### config.mk
export PLATFORM = sky130hd
export DESIGN_NAME = aperture_delay_adjust
export DESIGN_NICKNAME = d
export VERILOG_FILES = /design/src/rtl/aperture_delay_pkg.sv /design/src/rtl/coarse_ramp.sv /design/src/rtl/aperture_delay_adjust.sv
export SDC_FILE = /design/constraint.sdc
export NUM_CORES = 1
export LEC_CHECK = 0
export ABC_AREA = 1
export BUFFER_PORTS_ARGS = -buffer_cell sky130_fd_sc_hd__buf_2
export CORE_UTILIZATION = 45
export DETAILED_ROUTE_END_ITERATION = 10
export PLACE_DENSITY = 0.71
export SLEW_MARGIN = 0
export SYNTH_ARGS = -nofsm -noshare
export SYNTH_HDL_FRONTEND = slang
export SYNTH_SLANG_ARGS = --single-unit
### constraint.sdc
create_clock -name clk_i -period 3.75 [get_ports clk_i]
set_input_delay 0.9375 -clock clk_i [delete_from_list [all_inputs] [get_ports clk_i]]
set_output_delay 0.9375 -clock clk_i [all_outputs]
set_load 0.01 [all_outputs]
### src/rtl/aperture_delay_pkg.sv
// Constants and carriers for the sampling aperture delay control block.
// Assumes one device clock, a simple strobed register port and a
// calibration engine on the same clock.
// Notes on behaviour
// - Completion flag reads 1 only when calibration is enabled and finished.
// - Status returns the 17-bit calibrated delay, valid only while flag is 1.
// - Result bit 16 is inversion, bits 15:8 coarse, bits 7:0 fine.
// - Manual inversion bit set inverts the sampling clock while calibration is off; clear does not.
// - Manual coarse code sets the coarse delay while calibration is off.
// - Manual fine code sets the fine delay while calibration is off.
// - Coarse limit met by small writes or by the automatic ramp.
// - Fine delay accepts any value on a ce edge, applied directly while calibration is off.
// - Ramp moves coarse one code, or four when fast and at least four codes away, every 384 cycles.
// - Without ramp, applied coarse takes the written value within 1536 cycles.
package aperture_delay_pkg;

  localparam int          ADDR_W        = 12;
  localparam int          DATA_W        = 24;
  localparam int          DELAY_W       = 17;
  localparam int          CODE_W        = 8;

  localparam logic [11:0] ADDR_CAL_STAT = 12'h2b2;
  localparam logic [11:0] ADDR_SETTING  = 12'h2b5;

  localparam int          INV_BIT       = 16;
  localparam int          COARSE_LSB    = 8;
  localparam int          FINE_LSB      = 0;
  localparam int          DONE_BIT      = 17;

  localparam logic [16:0] SETTING_RESET = 17'h00000;
  localparam logic [23:0] RDATA_RESET   = 24'h000000;

  localparam int          RAMP_PERIOD   = 384;
  localparam int          APPLY_LIMIT   = 1536;
  localparam logic [8:0]  RAMP_LAST     = 9'(RAMP_PERIOD - 1);
  localparam logic [7:0]  FAST_STEP     = 8'h04;
  localparam logic [7:0]  SLOW_STEP     = 8'h01;

  typedef struct packed {
    logic       invert;
    logic [7:0] coarse;
    logic [7:0] fine;
  } delay_t;

  typedef struct packed {
    delay_t      setting;
    logic [23:0] rdata;
    logic        rvalid;
    logic        invert;
    logic [7:0]  fine;
    logic        done;
  } top_state_t;

  typedef struct packed {
    logic [7:0] applied;
    logic [8:0] tick;
  } ramp_state_t;

endpackage

### src/rtl/coarse_ramp.sv
// Applied coarse delay tracker with optional slow ramp toward a target.
// Assumes target and mode inputs come from logic on the same clock.
`timescale 1ns/100ps
module coarse_ramp
  import aperture_delay_pkg::*;
(
  input  wire logic       clk_i,
  input  wire logic       reset_n_i,
  input  wire logic       ce_i,
  input  wire logic       ramp_en_i,
  input  wire logic       fast_i,
  input  wire logic [7:0] target_i,
  output logic      [7:0] applied_o
);

  ramp_state_t st;
  ramp_state_t next_st;
  logic [7:0]  gap;
  logic [7:0]  step;

  always_comb begin
    next_st = st;
    gap     = (target_i > st.applied) ? target_i - st.applied
                                      : st.applied - target_i;
    step    = (fast_i && gap >= FAST_STEP) ? FAST_STEP : SLOW_STEP;
    if (!ramp_en_i) begin
      next_st.applied = target_i;
      next_st.tick    = 9'h000;
    end else begin
      // Counter runs free so a retarget never resets the spacing
      next_st.tick = (st.tick == RAMP_LAST) ? 9'h000 : st.tick + 9'h001;
      if (st.tick == RAMP_LAST && gap != 8'h00) begin
        next_st.applied = (target_i > st.applied) ? st.applied + step
                                                  : st.applied - step;
      end
    end
  end

  always_ff @(posedge clk_i or negedge reset_n_i) begin
    if (!reset_n_i) begin
      st <= '0;
    end else if (ce_i) begin
      st <= next_st;
    end
  end

  assign applied_o = st.applied;

  property p_direct;
    @(posedge clk_i) disable iff (!reset_n_i)
    ce_i && !ramp_en_i |=> applied_o == $past(target_i);
  endproperty
  a_direct: assert property (p_direct)
    else $error("coarse not applied directly");

  property p_hold;
    @(posedge clk_i) disable iff (!reset_n_i)
    ce_i && ramp_en_i && st.tick != RAMP_LAST |=> $stable(applied_o);
  endproperty
  a_hold: assert property (p_hold)
    else $error("coarse moved between ramp ticks");

  property p_slow_step;
    @(posedge clk_i) disable iff (!reset_n_i)
    ce_i && ramp_en_i && !fast_i && st.tick == RAMP_LAST
      && target_i != applied_o
    |=> (applied_o == $past(applied_o) + 8'h01)
      || (applied_o == $past(applied_o) - 8'h01);
  endproperty
  a_slow_step: assert property (p_slow_step)
    else $error("slow ramp step is not one code");

  property p_fast_step;
    @(posedge clk_i) disable iff (!reset_n_i)
    ce_i && ramp_en_i && fast_i && st.tick == RAMP_LAST
      && target_i > applied_o + 8'h03 && applied_o < 8'hfc
    |=> applied_o == $past(applied_o) + 8'h04;
  endproperty
  a_fast_step: assert property (p_fast_step)
    else $error("fast ramp step is not four codes");

  c_ramp_step: cover property (@(posedge clk_i) disable iff (!reset_n_i)
    ce_i && ramp_en_i && st.tick == RAMP_LAST && target_i != applied_o);

endmodule

### src/rtl/aperture_delay_adjust.sv
// Aperture delay control: manual setting register, calibration status
// readback and selection of the delay applied to the sampling clock.
// Assumes the register port, calibration engine and ramp controls all
// run on clk_i; none of them is synchronised here.
`timescale 1ns/100ps
module aperture_delay_adjust
  import aperture_delay_pkg::*;
(
  input  wire logic        clk_i,
  input  wire logic        reset_n_i,
  input  wire logic        ce_i,
  input  wire logic        reg_wr_i,
  input  wire logic        reg_rd_i,
  input  wire logic [11:0] reg_addr_i,
  input  wire logic [23:0] reg_wdata_i,
  output logic      [23:0] reg_rdata_o,
  output logic             reg_rvalid_o,
  input  wire logic        sysref_cal_enable_i,
  input  wire logic        cal_finished_i,
  input  wire logic [16:0] cal_delay_result_i,
  input  wire logic        coarse_ramp_enable_i,
  input  wire logic        coarse_ramp_rate_i,
  output logic             cal_complete_flag_o,
  output logic             clock_invert_o,
  output logic      [7:0]  coarse_delay_o,
  output logic      [7:0]  fine_delay_o
);

  top_state_t st;
  top_state_t next_st;
  delay_t     cal_delay;
  logic       cal_active;
  logic [7:0] coarse_target;

  function automatic logic hit(input logic [11:0] a,
                               input logic [11:0] base);
    hit = (a == base);
  endfunction

  // Result split into inversion, coarse and fine fields
  assign cal_delay     = delay_t'(cal_delay_result_i);
  assign cal_active    = sysref_cal_enable_i & cal_finished_i;
  assign coarse_target = cal_active ? cal_delay.coarse
                                    : st.setting.coarse;

  always_comb begin
    next_st        = st;
    next_st.rvalid = 1'b0;
    if (reg_wr_i && hit(reg_addr_i, ADDR_SETTING)) begin
      next_st.setting = delay_t'(reg_wdata_i[16:0]);
    end
    if (reg_rd_i) begin
      next_st.rvalid = 1'b1;
      if (hit(reg_addr_i, ADDR_CAL_STAT)) begin
        // Result is returned raw; only meaningful with the done bit
        next_st.rdata = {6'h00, cal_active, cal_delay_result_i};
      end else if (hit(reg_addr_i, ADDR_SETTING)) begin
        next_st.rdata = {7'h00, st.setting};
      end else begin
        next_st.rdata = RDATA_RESET;
      end
    end
    next_st.done = cal_active;
    if (cal_active) begin
      next_st.invert = cal_delay.invert;
      next_st.fine   = cal_delay.fine;
    end else begin
      next_st.invert = st.setting.invert;
      next_st.fine   = st.setting.fine;
    end
  end

  always_ff @(posedge clk_i or negedge reset_n_i) begin
    if (!reset_n_i) begin
      st <= '0;
    end else if (ce_i) begin
      st <= next_st;
    end
  end

  // Calibrated coarse value jumps directly; ramp serves manual writes
  coarse_ramp u_coarse_ramp (
    .clk_i     (clk_i),
    .reset_n_i (reset_n_i),
    .ce_i      (ce_i),
    .ramp_en_i (coarse_ramp_enable_i & ~cal_active),
    .fast_i    (coarse_ramp_rate_i),
    .target_i  (coarse_target),
    .applied_o (coarse_delay_o)
  );

  assign reg_rdata_o         = st.rdata;
  assign reg_rvalid_o        = st.rvalid;
  assign cal_complete_flag_o = st.done;
  assign clock_invert_o      = st.invert;
  assign fine_delay_o        = st.fine;

  property p_done;
    @(posedge clk_i) disable iff (!reset_n_i)
    ce_i |=> cal_complete_flag_o ==
             $past(sysref_cal_enable_i && cal_finished_i);
  endproperty
  a_done: assert property (p_done)
    else $error("completion flag does not follow enable and finish");

  property p_status_read;
    @(posedge clk_i) disable iff (!reset_n_i)
    ce_i && reg_rd_i && reg_addr_i == ADDR_CAL_STAT
    |=> reg_rvalid_o && reg_rdata_o[16:0] == $past(cal_delay_result_i)
        && reg_rdata_o[17] == $past(cal_active)
        && reg_rdata_o[23:18] == 6'h00;
  endproperty
  a_status_read: assert property (p_status_read)
    else $error("status read returned wrong result");

  property p_manual_invert;
    @(posedge clk_i) disable iff (!reset_n_i)
    ce_i && !cal_active |=> clock_invert_o == $past(st.setting.invert);
  endproperty
  a_manual_invert: assert property (p_manual_invert)
    else $error("inversion does not follow manual bit");

  property p_manual_fine;
    @(posedge clk_i) disable iff (!reset_n_i)
    ce_i && reg_wr_i && reg_addr_i == ADDR_SETTING && !cal_active
    ##1 ce_i && !cal_active
    |=> fine_delay_o == $past(reg_wdata_i[7:0], 2);
  endproperty
  a_manual_fine: assert property (p_manual_fine)
    else $error("fine code not applied two cycles after write");

  property p_cal_applied;
    @(posedge clk_i) disable iff (!reset_n_i)
    ce_i && cal_active
    |=> clock_invert_o == $past(cal_delay_result_i[16])
        && fine_delay_o == $past(cal_delay_result_i[7:0]);
  endproperty
  a_cal_applied: assert property (p_cal_applied)
    else $error("calibrated delay not applied");

  property p_manual_coarse;
    @(posedge clk_i) disable iff (!reset_n_i)
    ce_i && !coarse_ramp_enable_i && !cal_active
    |=> coarse_delay_o == $past(st.setting.coarse);
  endproperty
  a_manual_coarse: assert property (p_manual_coarse)
    else $error("manual coarse code not applied");

  // Calibrated coarse bypasses the ramp, or a fresh result would crawl in
  property p_cal_coarse;
    @(posedge clk_i) disable iff (!reset_n_i)
    ce_i && cal_active
    |=> coarse_delay_o == $past(cal_delay_result_i[15:8]);
  endproperty
  a_cal_coarse: assert property (p_cal_coarse)
    else $error("calibrated coarse code not applied");

  property p_setting_write;
    @(posedge clk_i) disable iff (!reset_n_i)
    ce_i && reg_wr_i && reg_addr_i == ADDR_SETTING
    |=> st.setting == $past(reg_wdata_i[16:0]);
  endproperty
  a_setting_write: assert property (p_setting_write)
    else $error("setting write not stored");

  // Status space is read-only; only the setting address moves the setting
  property p_status_ro;
    @(posedge clk_i) disable iff (!reset_n_i)
    !(ce_i && reg_wr_i && reg_addr_i == ADDR_SETTING)
    |=> $stable(st.setting);
  endproperty
  a_status_ro: assert property (p_status_ro)
    else $error("setting changed without a setting write");

  property p_setting_read;
    @(posedge clk_i) disable iff (!reset_n_i)
    ce_i && reg_rd_i && reg_addr_i == ADDR_SETTING
    |=> reg_rdata_o == {7'h00, $past(st.setting)};
  endproperty
  a_setting_read: assert property (p_setting_read)
    else $error("setting readback wrong");

  property p_rvalid;
    @(posedge clk_i) disable iff (!reset_n_i)
    ce_i
    |=> reg_rvalid_o == $past(reg_rd_i);
  endproperty
  a_rvalid: assert property (p_rvalid)
    else $error("read valid not one cycle after read strobe");

  property p_rdata_hold;
    @(posedge clk_i) disable iff (!reset_n_i)
    !(ce_i && reg_rd_i)
    |=> $stable(reg_rdata_o);
  endproperty
  a_rdata_hold: assert property (p_rdata_hold)
    else $error("read data changed without a read");

  property p_done_off;
    @(posedge clk_i) disable iff (!reset_n_i)
    ce_i && !sysref_cal_enable_i
    |=> !cal_complete_flag_o;
  endproperty
  a_done_off: assert property (p_done_off)
    else $error("completion flag set while calibration disabled");

  property p_fine_direct;
    @(posedge clk_i) disable iff (!reset_n_i)
    ce_i && !cal_active
    |=> fine_delay_o == $past(st.setting.fine);
  endproperty
  a_fine_direct: assert property (p_fine_direct)
    else $error("fine code not applied directly");

  c_cal_done: cover property (@(posedge clk_i) disable iff (!reset_n_i)
    !cal_complete_flag_o ##1 cal_complete_flag_o);
  c_status_read: cover property (@(posedge clk_i)
    disable iff (!reset_n_i)
    reg_rd_i && reg_addr_i == ADDR_CAL_STAT && cal_active);
  c_setting_write: cover property (@(posedge clk_i)
    disable iff (!reset_n_i)
    reg_wr_i && reg_addr_i == ADDR_SETTING);

endmodule

Word level (Yosys, flattened, before mapping)
Cells that the tools add are included.
{"block": "op_classes", "reduce_logical": 7, "mux": 11, "n_bitwise": 3, "n_addsub": 5, "order_cmp": 2, "n_eq_ne": 4}
{"op": "two-way mux 17 bit", "count": 2}
{"op": "two-way mux 8 bit", "count": 4}
{"op": "equality test 12 x 10 -> 1 bit, second input constant", "count": 2}
{"op": "subtractor 8 bit", "count": 3}
{"op": "two-way mux 18 bit", "count": 1}
{"op": "two-way mux 9 bit", "count": 2}
{"op": "adder 9 x 1 -> 9 bit, second input constant", "count": 1}
{"op": "equality test 9 bit, second input constant", "count": 1}
{"op": "adder 8 bit", "count": 1}
{"op": "greater-or-equal comparator 8 x 3 -> 1 bit, second input constant", "count": 1}
{"op": "> comparator 8 bit", "count": 1}
{"op": "nonzero test 8 bit", "count": 1}
{"op": "AND reduction 2 bit", "count": 3}
{"op": "logical AND 1 bit", "count": 3}
{"op": "two-way mux 3 bit", "count": 1}
{"op": "AND 1 bit", "count": 2}
{"op": "inequality test 2 bit, second input constant", "count": 1}
{"op": "two-way mux 1 bit", "count": 1}
{"op": "NOT 1 bit", "count": 1}
{"block": "totals", "regBits": 63, "wordCells": 42}

Logic depth before layout (Yosys ltp)
{"block": "depth", "word_depth": 11, "ltp_mapped": 34, "ltp_nobuf": 33}

By module
From an unflattened synthesis, not the netlist that was laid out.
{"block": "unflattened", "hier_cells": 695, "area_unflattened_um2": 4823.4}
{"module": "aperture_delay_adjust", "area_per_inst_um2": 2641.3, "n_inst": 1, "cells_per_inst": 355}
{"module": "coarse_ramp", "area_per_inst_um2": 2182.1, "n_inst": 1, "cells_per_inst": 340}

Least setup slack after synthesis
OpenSTA, ideal clock, no wires.
{"block": "synth_timing", "path_type": "input -> register", "from": "in sysref_cal_enable_i", "to": "reg u_coarse_ramp.st (netlist bit u_coarse_ramp.applied_o[6])", "path_stages": 33, "arrival_ns": 4.520, "slack_ns": -0.886, "cell_sequence": "nand2_1 -> clkbuf_1 -> nand2_1 -> o21ai_0 -> ha_1 -> inv_1 -> fa_1 -> nand3_1 -> nand3_1 -> nand2_1 -> nand2_2 -> nand2_2 -> buf_6 -> nand3_1 -> nand3_1 -> nand2_1 -> nand2_1 -> nand2_1 -> nor2_2 -> nand2_1 -> nand2_1 -> ha_1 -> inv_1 -> fa_1 -> nand3_1 -> nand2_1 -> a21oi_1 -> nor2_1 -> nor2_1 -> xor2_1 -> o21ai_0 -> nand3_1 -> nand2_1"}
{"block": "synth_between", "elab_chain_len": 11, "word_cells_on_any_way": 20}
{"element": "start, declared", "line_no": "aperture_delay_adjust.sv:18", "rtl": "input wire logic sysref_cal_enable_i,"}
{"element": "AND 1 bit *", "line_no": "aperture_delay_adjust.sv:42", "rtl": "assign cal_active = sysref_cal_enable_i & cal_finished_i;"}
{"element": "two-way mux 8 bit", "line_no": "aperture_delay_adjust.sv:43", "rtl": "assign coarse_target = cal_active ? cal_delay.coarse"}
{"element": "subtractor 8 bit, or another cell as far along", "line_no": "coarse_ramp.sv:24", "rtl": ": st.applied - target_i;"}
{"element": "two-way mux 8 bit", "line_no": "coarse_ramp.sv:23", "rtl": "gap = (target_i > st.applied) ? target_i - st.applied"}
{"element": "greater-or-equal comparator 8 x 3 -> 1 bit", "line_no": "coarse_ramp.sv:25", "rtl": "step = (fast_i && gap >= FAST_STEP) ? FAST_STEP : SLOW_STEP;"}
{"element": "logical AND 1 bit", "line_no": "coarse_ramp.sv:25"}
{"element": "two-way mux 3 bit", "line_no": "coarse_ramp.sv:25"}
{"element": "subtractor 8 bit or adder 8 bit (tied branches)", "line_no": "coarse_ramp.sv:34, coarse_ramp.sv:33"}
{"element": "two-way mux 8 bit", "line_no": "coarse_ramp.sv:33", "rtl": "next_st.applied = (target_i > st.applied) ? st.applied + step"}
{"element": "two-way mux 8 bit", "line_no": "coarse_ramp.sv:32", "rtl": "if (st.tick == RAMP_LAST && gap != 8'h00) begin"}
{"element": "two-way mux 17 bit", "line_no": "coarse_ramp.sv:26", "rtl": "if (!ramp_en_i) begin"}
{"element": "end signal, assigned", "line_no": "coarse_ramp.sv:43", "rtl": "st <= next_st;"}
{"element": "end, declared", "line_no": "coarse_ramp.sv:16", "rtl": "ramp_state_t st;"}
Mark *: on every way between the ends. The rest lies on a longest branch, timed or not. The select of a mux whose other input is x is not followed.
A chain may end at the register's enable or synchronous reset.

Final worst setup path
Ends and elaborated chain as after synthesis.

==> flow_metrics.py <==
metrics = {
    "outcome": {
        "outcome": "finished, violations left",
        "violations": "negative setup slack",
    },
    "synth": {
        "synthDistinctLibCells": 42,
        "synth_area_um2": 4390,
        "synth_edf_count": 0,
        "yosys_warnings": 0,
        "syn_avg_cell_area_um2": 7.91,
        "ys_top_cells_by_area": "dfrtp_1 (36%), nand2_1 (10%), mux2_2 (7.2%), buf_4 (7.0%), inv_1 (5.8%)",
        "yosysMostFrequentCell": "nand2_1",
        "synthCells": 555,
        "synthFlopType": "dfrtp_1",
        "synth_common_cells": "nand2_1 (118), inv_1 (68), dfrtp_1 (63)",
        "seq_area_frac_synth_pct": 35.9,
        "synth.largest_area_cell": "dfrtp_1",
        "async_reset_ff_share_pct": 100,
        "yosys.area.top_type_share_pct": 35.9,
        "yosys_register_bits": 63,
    },
    "detailed_routing": {
        "vias": 4164,
        "wirelength_mm": 11.8,
        "drc": 0,
        "avgRoutedWirePerCell_um": 14.3,
        "ant_nets": 0,
        "dr.pass1.iters": 4,
        "vias_per_cell": 5.04,
        "drtIter0Drc": 212,
    },
    "floorplan": {
        "die_w_um": 101,
        "core_um2": 9330,
        "die_y_um": 101,
        "num_rows": 35,
        "die-area_um2": 10200,
        "floorplan.initialDensity_pct": 47.1,
        "io_pins": 105,
    },
    "timing": {
        "worst_pin_slew_ps": 804,
        "rsz0062_at_grt": "yes",
        "fin_crit_ps": 4180,
        "setup_viol": 7,
        "relSlewSlack_pct": 46.4,
        "fmax_mhz": 239,
        "slew_viol_final": 0,
        "fin_ws_ps": -427,
        "fin_tns_setup_ps": -1800,
        "skew_ps": 8.02,
        "hold_violations": 0,
        "finalCritPeriodShare_pct": 111,
    },
    "pwr": {
        "p_per_area_nw_per_um2": 663,
        "internal-power_mw": 2.31,
        "swShare_pct": 40.6,
        "power.switching_mw": 1.58,
        "power.leakage_nw": 3.12,
        "p_comb_share_pct": 63.6,
        "p_seq_share_pct": 20.1,
        "clockPowerShare_pct": 16.3,
        "peakVddDrop_mv": 0.348,
    },
    "grt": {
        "grt_antenna_before_repair": 0,
        "overflow": 0,
        "grt_first_pass_wirelength_mm": 19.7,
        "grt_pass1_vias": 4347,
        "gr-usage-all-layers_pct": 24.8,
        "grt_max_degree": 37,
    },
    "worst_setup_path": {
        "cp_slowest_cell": "fa_2",
        "end_kind": "register",
        "path_class": "primary input to register",
        "arrival_ps": 4400,
        "cp_data_required_time_ps": 3980,
        "cp_max_fo": 8,
        "cp_common_cell": "nand2_1",
        "start_kind": "primary input",
        "max_stage_delay_ps": 350,
        "reg2reg_slack_ps": -100,
    },
    "clock_network": {
        "cts.clk_slew.worst_paths_ps": 70,
        "clkLatencyLatePin_ps": 340,
        "cts_num_sinks": 63,
        "cts_tree": "built",
        "cts_hold_buf": 0,
        "cts_root_buf": "clkbuf_8",
        "htree_levels": 3,
        "cts_buffers": 9,
        "clockBufferDepth": 2,
    },
    "hold_path": {
        "min_path_type": "register to register",
    },
    "cells_and_area": {
        "utilization_pct": 62.8,
        "stdcell_area_um2": 5850,
        "drive_above_1_share_pct": 40.4,
        "finalNonFillerCells": 827,
        "antennaDiodeCount": 0,
        "nNetsFinal": 777,
        "area_growth_pct": 33.3,
    },
    "placement": {
        "place_inst": 797,
        "gp_congestion": 0.840,
        "portBuffers": 91,
        "place_area_um2": 5250,
        "hpwl_mm": 8.71,
    },
    "job": {
        "drv_cap": 0,
    },
}
[sequential cells by signal, indices dropped and copies added, names as in the netlist]
register                 cells
fine_delay_o                 8
reg_rvalid_o                 1
reg_rdata_o                 18
u_coarse_ramp.st             9
u_coarse_ramp.applied_o      8
cal_complete_flag_o          1
st                          17
clock_invert_o               1
[per-stage QoR]
stage / power (mW) / setup slack, ps / hold slack [ps]
final: 3.88 / -427 / 490
after CTS: 3.68 / -369 / 486
after global placement: 2.71 / -844 / 450
after global routing: 4.15 / -628 / 507
after floorplan: 2.09 / -540 / 450
after detailed placement: 2.78 / -965 / 460
[power groups by stage]
stage / Clock (mW) / Combinational [mW] / Sequential [mW]
after global placement: 0 / 1.92 / 0.790
after global routing: 0.672 / 2.69 / 0.790
after floorplan: 0 / 1.28 / 0.806
after CTS: 0.646 / 2.25 / 0.780
after detailed placement: 0 / 1.99 / 0.792
final: 0.632 / 2.47 / 0.780
[layer usage]
metal  share of wire, %  track usage (%)
met2                 51             44.3
met4                1.4             10.5
met3                5.3             5.20
met5                  0                0
met1                 43             28.9
[layout by cell type (no fill, tap or decap), types with 3 or more instances in the layout]
| master | Yosys | final |
|---|---|---|
| a211oi_1 | 7 | 7 |
| a21oi_1 | 35 | 29 |
| a21oi_2 | 0 | 4 |
| buf_2 | 2 | 89 |
| buf_4 | 41 | 81 |
| buf_6 | 1 | 6 |
| clkbuf_1 | 12 | 3 |
| clkbuf_8 | 0 | 9 |
| conb_1 | 1 | 6 |
| dfrtp_1 | 63 | 63 |
| ha_1 | 20 | 11 |
| ha_4 | 0 | 7 |
| inv_1 | 68 | 64 |
| inv_2 | 1 | 5 |
| mux2_2 | 28 | 28 |
| nand2_1 | 118 | 106 |
| nand2_2 | 5 | 11 |
| nand2_4 | 1 | 6 |
| nand3_1 | 35 | 29 |
| nand3_2 | 2 | 8 |
| nand3b_1 | 3 | 3 |
| nand4_1 | 5 | 5 |
| nor2_1 | 32 | 31 |
| nor2_2 | 2 | 3 |
| nor3b_1 | 4 | 4 |
| o21ai_0 | 25 | 17 |
| o21ai_1 | 1 | 7 |
| o22ai_1 | 11 | 11 |
| xor2_1 | 9 | 9 |
[cell families (layout without fill, tap and decap cells)]
kind of cell	count (synthesis)	after routing	synth area share, %
AND/OR/NAND/NOR	217	218	22.4
buffers and inverters	127	264	14.6
AO/OA/AOI/OAI	85	85	10.8
flip-flops	63	63	35.9
multiplexers	28	28	7.18
adder cells (fa/ha/maj)	22	22	6.61
XOR/XNOR	12	12	2.39
other	1	6	0.0854
[path summary, 6_finish.rpt]
kind                                                  start                                endpoint  cells past startpoint
worst max-delay path                    sysref_cal_enable_i  u_coarse_ramp.applied_o[6]$_DFFE_PN0P_                     33
worst min-delay path            fine_delay_o[1]$_DFFE_PN0P_             fine_delay_o[1]$_DFFE_PN0P_                      2
worst max register to register           st[43]$_DFFE_PN0P_  u_coarse_ramp.applied_o[6]$_DFFE_PN0P_                     32
worst min register to register  fine_delay_o[1]$_DFFE_PN0P_             fine_delay_o[1]$_DFFE_PN0P_                      2
max in group asynchronous                         reset_n_i                      st[40]$_DFFE_PN0P_                      2
min in group asynchronous                         reset_n_i         u_coarse_ramp.st[4]$_DFFE_PN0P_                      1
[final cells by class]
cell class	count	area (µm²)
Clock inverter	4	70.1
Timing Repair Buffer	178	1160
Multi-Input combinational cell	371	2490
Fill cell	800	3470
Clock buffer	12	135
Tap cell	129	161
Inverter	70	263
Sequential cell	63	1580
[worst max-delay path, delay by kind of cell]
kind	cells	cell delay (ps)
adders and majority gates	4	1030
xor gates and xnor gates	1	150
AOI/OAI and AO/OA	3	300
and+or+nand+nor	21	1690
buffers and inverters	4	310
[what timing repair did]
action                                  CTS  global route
cloned                                    1             0
buffers inserted                         12             1
resized for setup                        37            27
endpoints found under the setup margin    7             7
pin swaps                                20            25
Note: power is estimated with default switching activity, not from simulation.
